[src/inc/stepper_port_pkg.sv]
// shared constants and carrier types for the stepper axis host port
package stepper_port_pkg;

   // ==========================================================
   // byte lanes on the two low address lines
   localparam logic [1:0] LANE_CMD = 2'h0;
   localparam logic [1:0] LANE_LOW = 2'h1;
   localparam logic [1:0] LANE_MID = 2'h2;
   localparam logic [1:0] LANE_UP = 2'h3;

   // ==========================================================
   // command groups in the two top bits of a command byte
   localparam int GRP_MSB = 7;
   localparam int GRP_LSB = 6;
   localparam logic [1:0] GRP_START = 2'h0;
   localparam logic [1:0] GRP_CONTROL = 2'h1;
   localparam logic [1:0] GRP_REGSEL = 2'h2;
   localparam logic [1:0] GRP_OUTMODE = 2'h3;

   // command reset values
   localparam logic [7:0] START_CMD_RESET = 8'h00;
   localparam logic [7:0] CONTROL_CMD_RESET = 8'h40;
   localparam logic [7:0] REGSEL_CMD_RESET = 8'h80;
   localparam logic [7:0] OUTMODE_CMD_RESET = 8'hC0;
   localparam logic [23:0] REG_RESET = 24'h000000;

   // ==========================================================
   // field positions
   localparam int REGSEL_MSB = 2;
   localparam int MONITOR_EXT_BIT = 5;
   localparam int START_CTRL_BIT = 1;

   // register numbers
   localparam logic [2:0] REG_REMAINING_PULSE_COUNTER = 3'h0;
   localparam logic [2:0] REG_START_SPEED_SETTING = 3'h1;
   localparam logic [2:0] REG_RUN_SPEED_SETTING = 3'h2;
   localparam logic [2:0] REG_RAMP_RATE_SETTING = 3'h3;
   localparam logic [2:0] REG_SPEED_SCALE_SETTING = 3'h4;
   localparam logic [2:0] REG_RAMP_DOWN_POINT = 3'h5;
   localparam logic [2:0] REG_AUX_REGISTER_SIX = 3'h6;
   localparam logic [2:0] REG_STATUS_VIEW_SLOT = 3'h7;

   // valid start speed range
   localparam logic [23:0] START_SPEED_MIN = 24'h000001;
   localparam logic [23:0] START_SPEED_MAX = 24'h001FFF;

   // ==========================================================
   // carriers
   typedef struct packed {
      logic [7:0] start_cmd;
      logic [7:0] control_cmd;
      logic [7:0] regsel_cmd;
      logic [7:0] outmode_cmd;
      logic [6:1][23:0] regs;
   } axis_cfg_s;

   typedef struct packed {
      logic [23:0] remaining;
      logic [15:0] speed;
      logic running;
      logic [7:0] operation_status_byte;
      logic [7:0] output_status_byte;
      logic [23:0] status_view_slot;
   } axis_live_s;

   typedef struct packed {
      logic end_limit_input_pos;
      logic end_limit_input_neg;
      logic slow_down_input_pos;
      logic slow_down_input_neg;
      logic origin_input;
      logic external_start_input;
      logic external_stop_input;
      logic phase_zero;
   } pin_in_s;

   typedef struct packed {
      logic cs_n;
      logic rd_n;
      logic wr_n;
      logic [1:0] lane;
      logic [1:0] axis;
      logic [7:0] data;
   } bus_pins_s;

endpackage

[src/core/sync_2ff.sv]
// two-flop synchroniser for a vector of independent levels
module sync_2ff #(
   parameter int WIDTH = 1,
   parameter logic [WIDTH-1:0] RESET_VAL = '0
) (
   input wire logic clk,
   input wire logic resetn,
   input wire logic [WIDTH-1:0] d,
   output logic [WIDTH-1:0] q
);

   logic [WIDTH-1:0] meta;

   // ==========================================================
   // first stage feeds only the second
   always_ff @(posedge clk) begin
      if (!resetn) begin
         meta <= RESET_VAL;
         q <= RESET_VAL;
      end else begin
         meta <= d;
         q <= meta;
      end
   end

endmodule

[src/core/monitor_view.sv]
// read-side byte selection for one axis
module monitor_view #(
   parameter logic [7:0] TYPE_IDENT = 8'h5A
) (
   input wire stepper_port_pkg::axis_cfg_s cfg,
   input wire stepper_port_pkg::axis_live_s live,
   input wire stepper_port_pkg::pin_in_s pins,
   input wire logic [23:0] snap,
   input wire logic [1:0] lane,
   output logic [7:0] byte_out
);

   logic [2:0] sel;
   logic ext;
   logic [7:0] start_view;
   logic [7:0] input_status_byte;
   logic [7:0] cmd_view;

   always_comb begin
      sel = cfg.regsel_cmd[stepper_port_pkg::REGSEL_MSB:0];
      ext = cfg.outmode_cmd[stepper_port_pkg::MONITOR_EXT_BIT];
      input_status_byte = pins;
      // start control bit shows live motion, not what was written
      start_view = cfg.start_cmd;
      start_view[stepper_port_pkg::START_CTRL_BIT] = live.running;
      case (sel)
         3'h1: cmd_view = start_view;
         3'h2: cmd_view = cfg.control_cmd;
         3'h3: cmd_view = cfg.regsel_cmd;
         3'h4: cmd_view = cfg.outmode_cmd;
         default: cmd_view = live.status_view_slot[7:0];
      endcase
      byte_out = 8'h00;
      if (lane == stepper_port_pkg::LANE_CMD) begin
         byte_out = live.operation_status_byte;
      end else if (sel == stepper_port_pkg::REG_REMAINING_PULSE_COUNTER) begin
         // counter reads come from the snapshot, any byte order
         case (lane)
            stepper_port_pkg::LANE_LOW: byte_out = snap[7:0];
            stepper_port_pkg::LANE_MID: byte_out = snap[15:8];
            default: byte_out = snap[23:16];
         endcase
      end else if (!ext) begin
         if (lane == stepper_port_pkg::LANE_LOW) begin
            byte_out = input_status_byte;
         end
      end else if (sel == stepper_port_pkg::REG_STATUS_VIEW_SLOT) begin
         case (lane)
            stepper_port_pkg::LANE_LOW: byte_out = input_status_byte;
            stepper_port_pkg::LANE_MID: byte_out = live.output_status_byte;
            default: byte_out = TYPE_IDENT;
         endcase
      end else if (sel == stepper_port_pkg::REG_AUX_REGISTER_SIX) begin
         // speed is live: a carry between bytes can tear the value
         case (lane)
            stepper_port_pkg::LANE_LOW: byte_out = cfg.regs[6][7:0];
            stepper_port_pkg::LANE_MID: byte_out = live.speed[7:0];
            default: byte_out = live.speed[15:8];
         endcase
      end else begin
         case (lane)
            stepper_port_pkg::LANE_LOW: byte_out = cfg.regs[sel][7:0];
            stepper_port_pkg::LANE_MID: byte_out = cfg.regs[sel][15:8];
            default: byte_out = cmd_view;
         endcase
      end
   end

endmodule

[src/core/stepper_axis_host_port.sv]
// 8-bit parallel host port of the stepper pulse sequencer
// Contract
// write lane 00 command, 01/10/11 low/mid/up
// command 10xxxxxx selects the target register
// read lane 00 status, 01/10/11 data bytes
// bus released while chip select high
// axis lines route access to one axis
// low byte write commits staged 24 bits
// host writes select, upper, middle, lower
// host idles two cycles after low byte
// selecting counter snapshots it for reads
// host waits 1.5 cycles before reading
// other values read live, host reads twice
// standard monitor: counter or input status
// extended: registers one-five plus command bytes
// extended: register six, speed, status bytes
// read byte latched at read start
// input, output and type status bytes
// start bit readback shows running state
// speed bytes live, may tear on carry
// immediate stop uses start speed if valid
// staging bytes persist until overwritten
// start-mode write triggers motion
// host sets one start/stop bit only
// data taken on write strobe rising edge
module stepper_axis_host_port #(
   parameter int AXES = 4,
   parameter logic [7:0] TYPE_IDENT = 8'h5A // arbitrary value
) (
   input wire logic clk,
   input wire logic resetn,
   input wire logic cs_n,
   input wire logic rd_n,
   input wire logic wr_n,
   input wire logic [1:0] lane_addr,
   input wire logic [1:0] axis_addr,
   input wire logic [7:0] data_in,
   output logic [7:0] data_out,
   output logic data_oe,
   input wire stepper_port_pkg::pin_in_s [AXES-1:0] axis_pins,
   input wire stepper_port_pkg::axis_live_s [AXES-1:0] axis_live,
   output stepper_port_pkg::axis_cfg_s [AXES-1:0] axis_cfg,
   output logic [AXES-1:0] start_trigger,
   output logic [AXES-1:0] stop_at_start_speed
);

   localparam logic [1:0] AXIS_MASK = 2'(AXES - 1);
   // strobes flush as idle highs, so no false write edge follows reset
   localparam stepper_port_pkg::bus_pins_s BUS_IDLE = '{cs_n: 1'b1, rd_n: 1'b1, wr_n: 1'b1,
      default: '0};

   // ==========================================================
   // state
   typedef struct packed {
      logic wr_q;
      logic rd_act;
      logic [7:0] lat_data;
      logic [1:0] lat_lane;
      logic [1:0] lat_axis;
      stepper_port_pkg::axis_cfg_s [AXES-1:0] cfg;
      logic [AXES-1:0][7:0] stage_up;
      logic [AXES-1:0][7:0] stage_mid;
      logic [AXES-1:0][23:0] snap;
      logic [AXES-1:0] start_trigger;
      logic [AXES-1:0] stop_fl;
      logic [7:0] data_out;
      logic data_oe;
   } state_s;

   state_s st;
   state_s next_st;
   state_s reset_st;

   stepper_port_pkg::bus_pins_s bus_raw;
   stepper_port_pkg::bus_pins_s bus;
   stepper_port_pkg::pin_in_s [AXES-1:0] pins;

   logic [1:0] rd_axis;
   logic [7:0] view_byte;
   logic read_req;
   logic write_edge;
   logic [1:0] w_axis;

   // ==========================================================
   // pin synchronisers
   always_comb begin
      bus_raw.cs_n = cs_n;
      bus_raw.rd_n = rd_n;
      bus_raw.wr_n = wr_n;
      bus_raw.lane = lane_addr;
      bus_raw.axis = axis_addr;
      bus_raw.data = data_in;
   end

   sync_2ff #(
      .WIDTH($bits(stepper_port_pkg::bus_pins_s)),
      .RESET_VAL(BUS_IDLE)
   ) u_bus_sync (
      .clk(clk),
      .resetn(resetn),
      .d(bus_raw),
      .q(bus)
   );

   // limit, slow-down, origin and start/stop pins arrive asynchronously
   sync_2ff #(
      .WIDTH(AXES * $bits(stepper_port_pkg::pin_in_s))
   ) u_pin_sync (
      .clk(clk),
      .resetn(resetn),
      .d(axis_pins),
      .q(pins)
   );

   // ==========================================================
   // read view for the addressed axis
   assign rd_axis = bus.axis & AXIS_MASK;

   monitor_view #(
      .TYPE_IDENT(TYPE_IDENT)
   ) u_view (
      .cfg(st.cfg[rd_axis]),
      .live(axis_live[rd_axis]),
      .pins(pins[rd_axis]),
      .snap(st.snap[rd_axis]),
      .lane(bus.lane),
      .byte_out(view_byte)
   );

   // ==========================================================
   // reset image
   always_comb begin
      reset_st = '0;
      for (int a = 0; a < AXES; a++) begin
         reset_st.cfg[a].start_cmd = stepper_port_pkg::START_CMD_RESET;
         reset_st.cfg[a].control_cmd = stepper_port_pkg::CONTROL_CMD_RESET;
         reset_st.cfg[a].regsel_cmd = stepper_port_pkg::REGSEL_CMD_RESET;
         reset_st.cfg[a].outmode_cmd = stepper_port_pkg::OUTMODE_CMD_RESET;
         for (int r = 1; r <= 6; r++) begin
            reset_st.cfg[a].regs[r] = stepper_port_pkg::REG_RESET;
         end
      end
      reset_st.wr_q = 1'b1;
   end

   // ==========================================================
   // strobe decode
   // simultaneous read and write strobes are illegal; both are ignored then
   assign read_req = !bus.cs_n && !bus.rd_n && bus.wr_n;
   // latched values belong to the cycle before the strobe rose
   assign write_edge = !st.wr_q && bus.wr_n;
   assign w_axis = st.lat_axis & AXIS_MASK;

   always_comb begin
      next_st = st;
      next_st.wr_q = bus.wr_n;
      next_st.start_trigger = '0;

      // hold bus contents while the write strobe is low and selected
      if (!bus.cs_n && !bus.wr_n && bus.rd_n) begin
         next_st.lat_data = bus.data;
         next_st.lat_lane = bus.lane;
         next_st.lat_axis = bus.axis;
      end

      // write side: only strobes seen with chip select low were latched
      if (write_edge && !bus.cs_n && bus.rd_n) begin
         case (st.lat_lane)
            stepper_port_pkg::LANE_CMD: begin
               case (st.lat_data[stepper_port_pkg::GRP_MSB:stepper_port_pkg::GRP_LSB])
                  stepper_port_pkg::GRP_START: begin
                     next_st.cfg[w_axis].start_cmd = st.lat_data;
                     next_st.start_trigger[w_axis] = 1'b1;
                  end
                  stepper_port_pkg::GRP_CONTROL: begin
                     next_st.cfg[w_axis].control_cmd = st.lat_data;
                  end
                  stepper_port_pkg::GRP_REGSEL: begin
                     next_st.cfg[w_axis].regsel_cmd = st.lat_data;
                     // fresh snapshot on every selection of the counter, repeated or not
                     if (st.lat_data[stepper_port_pkg::REGSEL_MSB:0]
                         == stepper_port_pkg::REG_REMAINING_PULSE_COUNTER) begin
                        next_st.snap[w_axis] = axis_live[w_axis].remaining;
                     end
                  end
                  default: begin
                     next_st.cfg[w_axis].outmode_cmd = st.lat_data;
                  end
               endcase
            end
            stepper_port_pkg::LANE_UP: begin
               next_st.stage_up[w_axis] = st.lat_data;
            end
            stepper_port_pkg::LANE_MID: begin
               next_st.stage_mid[w_axis] = st.lat_data;
            end
            default: begin
               // staged bytes are not cleared, so a short sequence reuses old ones
               case (st.cfg[w_axis].regsel_cmd[stepper_port_pkg::REGSEL_MSB:0])
                  stepper_port_pkg::REG_START_SPEED_SETTING,
                  stepper_port_pkg::REG_RUN_SPEED_SETTING,
                  stepper_port_pkg::REG_RAMP_RATE_SETTING,
                  stepper_port_pkg::REG_SPEED_SCALE_SETTING,
                  stepper_port_pkg::REG_RAMP_DOWN_POINT,
                  stepper_port_pkg::REG_AUX_REGISTER_SIX: begin
                     next_st.cfg[w_axis].regs[st.cfg[w_axis].regsel_cmd[2:0]] =
                        {st.stage_up[w_axis], st.stage_mid[w_axis], st.lat_data};
                  end
                  default: begin
                     // counter and status slot are not writable here
                     next_st.cfg[w_axis] = st.cfg[w_axis];
                  end
               endcase
            end
         endcase
      end

      // read side: byte frozen at the start of the read cycle
      if (read_req) begin
         if (!st.rd_act) begin
            next_st.data_out = view_byte;
         end
         next_st.rd_act = 1'b1;
         next_st.data_oe = 1'b1;
      end else begin
         next_st.rd_act = 1'b0;
         next_st.data_oe = 1'b0;
      end

      // immediate stop: finish at start speed only if it is in range
      for (int a = 0; a < AXES; a++) begin
         next_st.stop_fl[a] =
            (next_st.cfg[a].regs[1] >= stepper_port_pkg::START_SPEED_MIN) &&
            (next_st.cfg[a].regs[1] <= stepper_port_pkg::START_SPEED_MAX);
      end
   end

   // ==========================================================
   // registers
   always_ff @(posedge clk) begin
      if (!resetn) begin
         st <= reset_st;
      end else begin
         st <= next_st;
      end
   end

   // ==========================================================
   // outputs, all from flops
   assign data_out = st.data_out;
   assign data_oe = st.data_oe;
   assign axis_cfg = st.cfg;
   assign start_trigger = st.start_trigger;
   assign stop_at_start_speed = st.stop_fl;

endmodule

[config.mk]
export PLATFORM = sky130hd
export DESIGN_NAME = stepper_axis_host_port
export DESIGN_NICKNAME = d
export VERILOG_FILES = /design/src/inc/stepper_port_pkg.sv /design/src/core/sync_2ff.sv /design/src/core/monitor_view.sv /design/src/core/stepper_axis_host_port.sv
export SDC_FILE = /design/constraint.sdc
export NUM_CORES = 2
export LEC_CHECK = 0
export CAP_MARGIN = 25
export CORE_AREA = 2 2 429 431
export DETAILED_ROUTE_END_ITERATION = 10
export DIE_AREA = 0 0 431 433
export DONT_BUFFER_PORTS = 1
export PLACE_DENSITY_LB_ADDON = 0.12
export SYNTH_ARGS = -nofsm -noshare
export SYNTH_HDL_FRONTEND = slang
export SYNTH_HIERARCHICAL = 1
export SYNTH_SLANG_ARGS = --single-unit
[constraint.sdc]
create_clock -name clk -period 6.5 [get_ports clk]
set_input_delay 1.625 -clock clk [delete_from_list [all_inputs] [get_ports clk]]
set_output_delay 1.625 -clock clk [all_outputs]
set_load 0.01 [all_outputs]
## Word-level counts from Yosys, hierarchy flattened

Cells that the tools add are included.

| word-level totals | value |
|---|---|
| logic and storage cells | 197 |
| register bits | 988 |
| bits of input ports | 373 |
| output and inout port bits | 721 |

| cells by class | value |
|---|---|
| bitwise logic cells | 2 |
| magnitude comparators | 14 |
| muxes and demuxes | 69 |
| reduce and logical (&&, ||, !) cells | 30 |
| equality and inequality tests | 18 |

Operators with widths:

| kind | count |
|---|---|
| 704-bit bitwise mux | 6 |
| 176-bit demux with 2-bit select | 6 |
| 704-bit one-hot mux with 3 select lines | 1 |
| 704-bit one-hot mux with 2 select lines | 1 |
| 716-bit two-way mux | 1 |
| 176-bit binary-select mux with 2-bit select | 2 |
| 176-bit two-way mux | 4 |
| 704-bit two-way mux | 1 |
| 81-bit binary-select mux with 2-bit select | 2 |
| 96-bit two-way mux | 2 |
| 168-bit two-way mux | 1 |
| 160-bit two-way mux | 1 |
| 152-bit two-way mux | 1 |
| 144-bit two-way mux | 1 |
| 100-bit two-way mux | 1 |
| 96-bit bitwise mux | 1 |
| 24-bit by 1-bit >= comparator with 1-bit output, second input constant | 4 |
| 24-bit by 13-bit <= comparator with 1-bit output, second input constant | 4 |
| 81-bit two-way mux | 1 |
| 8-bit two-way mux | 10 |
| 24-bit binary-select mux with 3-bit select | 1 |
| 24-bit demux with 3-bit select | 1 |
| 24-bit two-way mux | 3 |
| 32-bit bitwise mux | 2 |
| 30 further kinds | 75 |

## Longest topological paths before layout

| depth | value |
|---|---|
| word-level depth | 14 |
| depth in mapped cells | 14 |
| gate-level depth less buffers | 9 |

## Hierarchy

The synthesis kept the hierarchy.

Modules (own cells, without submodules):

| module | area each (µm²) | sequential area each (µm²) | times used | cells each |
|---|---|---|---|---|
| stepper_axis_host_port | 51,730.9 | 17,897.2 | 1 | 5,796 |
| monitor_view | 2,319.7 | 0.0 | 1 | 324 |
| sync_2ff (u_pin_sync) | 1,791.7 | 1,281.2 | 1 | 134 |
| sync_2ff (u_bus_sync) | 805.8 | 600.6 | 1 | 63 |

## Worst setup path before layout

OpenSTA, ideal clock, no wires.

| timing path | value |
|---|---|
| path type | input-to-reg |
| start | input axis_live[243] (netlist name) |
| end | register st, in the netlist data_out[0] |
| slack | 3.189 ns |
| path buffers | 0 |
| arrival time | 3.179 ns |
| data required time | 6.368 ns |
| cell stages on the path | 8 |
| library setup time | 0.132 ns |
| cells stage by stage | mux4_2 > or4_1 > o21ai_1 > o32a_1 > a311oi_1 > a221o_1 > nand2_1 > a21oi_1 |

| on the way | value |
|---|---|
| cells in the longest elaborated chain, start to end | 9 |

Ends and longest elaborated chain:

| what | line | RTL |
|---|---|---|
| start, declared | stepper_axis_host_port.sv:41 | `input wire stepper_port_pkg::axis_live_s [AXES-1:0] axis_live,` |
| 81-bit binary-select mux with 2-bit select | stepper_axis_host_port.sv:123 | `.live(axis_live[rd_axis]),` |
| 57-bit two-way mux (not written as such) | stepper_axis_host_port.sv:123 |  |
| 8-bit one-hot mux with 4 select lines | monitor_view.sv:26 | `case (sel)` |
| 8-bit one-hot mux with 2 select lines | monitor_view.sv:61 | `case (lane)` |
| 8-bit two-way mux | monitor_view.sv:53 | `end else if (sel == stepper_port_pkg::REG_AUX_REGISTER_SIX) begin` |
| 8-bit two-way mux | monitor_view.sv:47 | `end else if (sel == stepper_port_pkg::REG_STATUS_VIEW_SLOT) begin` |
| 8-bit two-way mux | monitor_view.sv:43 | `end else if (!ext) begin` |
| 8-bit two-way mux | monitor_view.sv:36 | `end else if (sel == stepper_port_pkg::REG_REMAINING_PULSE_COUNTER) begin` |
| 8-bit two-way mux | monitor_view.sv:34 | `if (lane == stepper_port_pkg::LANE_CMD) begin` |
| net view_byte[0] | stepper_axis_host_port.sv:79 | `logic [7:0] view_byte;` |
| end signal, assigned | stepper_axis_host_port.sv:242 | `st <= reset_st;` |
| end signal, assigned | stepper_axis_host_port.sv:244 | `st <= next_st;` |
| end, declared | stepper_axis_host_port.sv:70 | `state_s st;` |

The timed path passes the listed nets, and every way through them passes these cells. The select of a mux whose other input is x is not followed.
A chain may end at the register's enable or synchronous reset.

## Worst setup path after layout

| timing path | value |
|---|---|
| start | register u_bus_sync.q[8] |
| end | register st, in the netlist data_out[1] |

| on the way | value |
|---|---|
| cells in the longest elaborated chain, start to end | 10 |
| elaborated cells between the ends (all ways) | 28 |
| classes of those cells | eq/ne: 6; mux: 21; reduce/logical: 1 |

Ends and longest elaborated chain:

| what | line | RTL |
|---|---|---|
| start, declared | sync_2ff.sv:9 | `output logic [WIDTH-1:0] q` |
| start signal, assigned | sync_2ff.sv:22 | `q <= meta;` |
| 176-bit binary-select mux with 2-bit select | stepper_axis_host_port.sv:122 | `.cfg(st.cfg[rd_axis]),` |
| 176-bit two-way mux (not written as such) | stepper_axis_host_port.sv:122 |  |
| 24-bit binary-select mux with 3-bit select (tied with other cells) | monitor_view.sv:62, monitor_view.sv:63 |  |
| 16-bit two-way mux (not written as such) or 8-bit one-hot mux with 4 select lines (tied branches) | monitor_view.sv:63, monitor_view.sv:26 |  |
| 8-bit one-hot mux with 2 select lines | monitor_view.sv:61 |  |
| 8-bit two-way mux | monitor_view.sv:53 |  |
| 8-bit two-way mux | monitor_view.sv:47 |  |
| 8-bit two-way mux | monitor_view.sv:43 |  |
| 8-bit two-way mux | monitor_view.sv:36 |  |
| 8-bit two-way mux * | monitor_view.sv:34 |  |
| net view_byte[1] | stepper_axis_host_port.sv:79 |  |

Mark *: on every way through the listed nets, which the timed path passes. The rest lies on a longest branch. The select of a mux whose other input is x is not followed.

==> flow_metrics.tcl <==
set metrics [dict create \
    cp_data_arrival_time_ns 4.89 \
    drt_iter0_drc 4940 \
    p_per_area_mw_per_mm2 251 \
    power_mw 14.1 \
    required_ns 7.15 \
    fin_crit_ns 4.24 \
    tritoncts "done" \
    hold_viol 0 \
    crit_path_end_kind "register" \
    dieHeight_um 433 \
    clk_pin_slew_worst_paths_ns 0.06 \
    pwr-share-seq_pct 43.5 \
    fin_worst_skew_ns 0.0548 \
    cap_violations 0 \
    final_net_count 5592 \
    insertion_delay_ns 0.83 \
    drc_errors 0 \
    synthCells 6224 \
    grt_start_max_net_pins 250 \
    ctsResizeCount 0 \
    cts_root_buf "clkbuf_16" \
    rows 157 \
    switchingPower_mw 3.44 \
    via_count 46000 \
    avgSynthCellArea_um2 8.77 \
    htreeDepth 3 \
    post-dp-hpwl_mm 211 \
    post-cts-setup-buffer-count 0 \
    worst-path-max-fanout 37 \
    final_util_pct 30.7 \
    holdWs_ns 0.411 \
    path_common_cell "a221oi_1" \
    avgViaCountPerCell 5.94 \
    dr.pass1.iters 5 \
    dp.cells 7475 \
    critPathMaxStageDelay_ns 1.13 \
    path_cells "mux4_4, nor2b_2, buf_4, a221oi_1, a31oi_1, a221oi_1, o32ai_1, nand2_1, a21oi_1" \
    syn-num-nets 6600 \
    layout-drive-gt1-share_pct 15.6 \
    period_share_pct 65.3 \
    max_freq_ghz 0.236 \
    ios 1094 \
    finalSetupViolations 0 \
    cts_buffers 121 \
    critical-path-slowest-cell "mux4_4" \
    ant_nets 0 \
    leakage_nw 16.9 \
    wl_per_cell_um 38.6 \
    slew_headroom_pct 24.8 \
    grt_remaining_overflow 0 \
    drv_slew 0 \
    instances_no_fill 7735 \
    floorplan.die_area_mm2 0.187 \
    switching_share_pct 24.5 \
    tns_ns 0 \
    cts_max_path_buffers 3 \
    ir_drop_mv 0.232 \
    outcome "completed" \
    routed_wirelength_mm 299 \
    rsz0062_at_grt "false" \
    netlist_area_mm2 0.0546 \
    hold_class "reg2reg" \
    track_usage_pct 30.7 \
    syn2layout_area_growth_pct 2.42 \
    clockPowerShare_pct 53.0 \
    grt_first_pass_wirelength_mm 399 \
    critPathKind "reg2reg" \
    worstSetupStartpointType "register" \
    port_buffers 0 \
    antenna_found_initial 42 \
    grt_pass1_vias 42800 \
    yosys_warnings 6 \
    ctsHoldBuffers 0 \
    start_util_pct 30.0 \
    die_w_um 431 \
    worst_pin_slew_ns 1.13 \
    comb_power_share_pct 3.5 \
    routabilityCongestion 0.874 \
    clock-sinks 988 \
    p_int_mw 10.6 \
    core_mm2 0.182 \
]
-- power by group through the flow --
stage | sequential (mW) | clock (mW) | combinational, mW
global route | 6.11 | 7.77 | 0.513
detailed placement | 6.25 | 0 | 0.492
global placement | 6.25 | 0 | 0.492
CTS | 6.11 | 7.54 | 0.494
floorplan | 6.23 | 0 | 0.328
finish | 6.11 | 7.44 | 0.498
-- final cells by class --
cell class	count	area, µm²
clock buffers	182	3630
inverters	28	113
flip-flops and latches	988	19800
diodes	32	80.1
well taps	2385	2980
fillers	19000	126000
multi-input cells	3921	27300
clock inverters	43	652
repair buffers	156	1400
-- placed cells by master (no fill, tap or decap), types with 138 or more instances in the layout --
| cell type | n |
|---|---|
| nor2_1 | 223 |
| mux4_2 | 236 |
| a22o_1 | 142 |
| a22oi_1 | 290 |
| o22ai_1 | 174 |
| o21ai_0 | 366 |
| dfxtp_1 | 976 |
| nand3_1 | 138 |
| a21oi_1 | 446 |
| nand2_1 | 975 |
| mux2i_1 | 250 |
-- per-stage QoR --
stage | instance area (µm²) | worst slack (ns)
after floorplan | 54600 | 3.19
after global placement | 51400 | 2.25
after detailed placement | 51500 | 2.28
after CTS | 55800 | 2.33
after global routing | 55900 | 2.12
final | 55900 | 2.26
-- worst max-delay path, delay by kind of cell, from the launching register on --
kind | cells | cell delay, ns
compound gates | 5 | 1.56
flops | 1 | 0.74
simple gates | 2 | 0.39
mux | 1 | 1.13
buf+inv | 1 | 0.24
-- path summary, 6_finish.rpt --
check	from	endpoint	slack [ns]	depth (start not counted)
worst min register to register	u_bus_sync/meta[12]$_SDFF_PN1_	u_bus_sync/q[12]$_SDFF_PN1_	0.41	1
worst max register to register	u_bus_sync/q[8]$_SDFF_PN0_	data_out[1]$_SDFFE_PN0P_	2.26	9
worst max-delay path	u_bus_sync/q[8]$_SDFF_PN0_	data_out[1]$_SDFFE_PN0P_	2.26	9
worst min-delay path	u_bus_sync/meta[12]$_SDFF_PN1_	u_bus_sync/q[12]$_SDFF_PN1_	0.41	1
-- layer usage --
metal	wire [µm]	share of wire (%)	global-route usage, %
met5	47	0.016	1.17
met2	135000	45	48.4
met1	117000	39	37.2
met3	29500	9.9	10.6
met4	16500	5.5	15.0
Note: power is estimated with default switching activity, not from simulation.
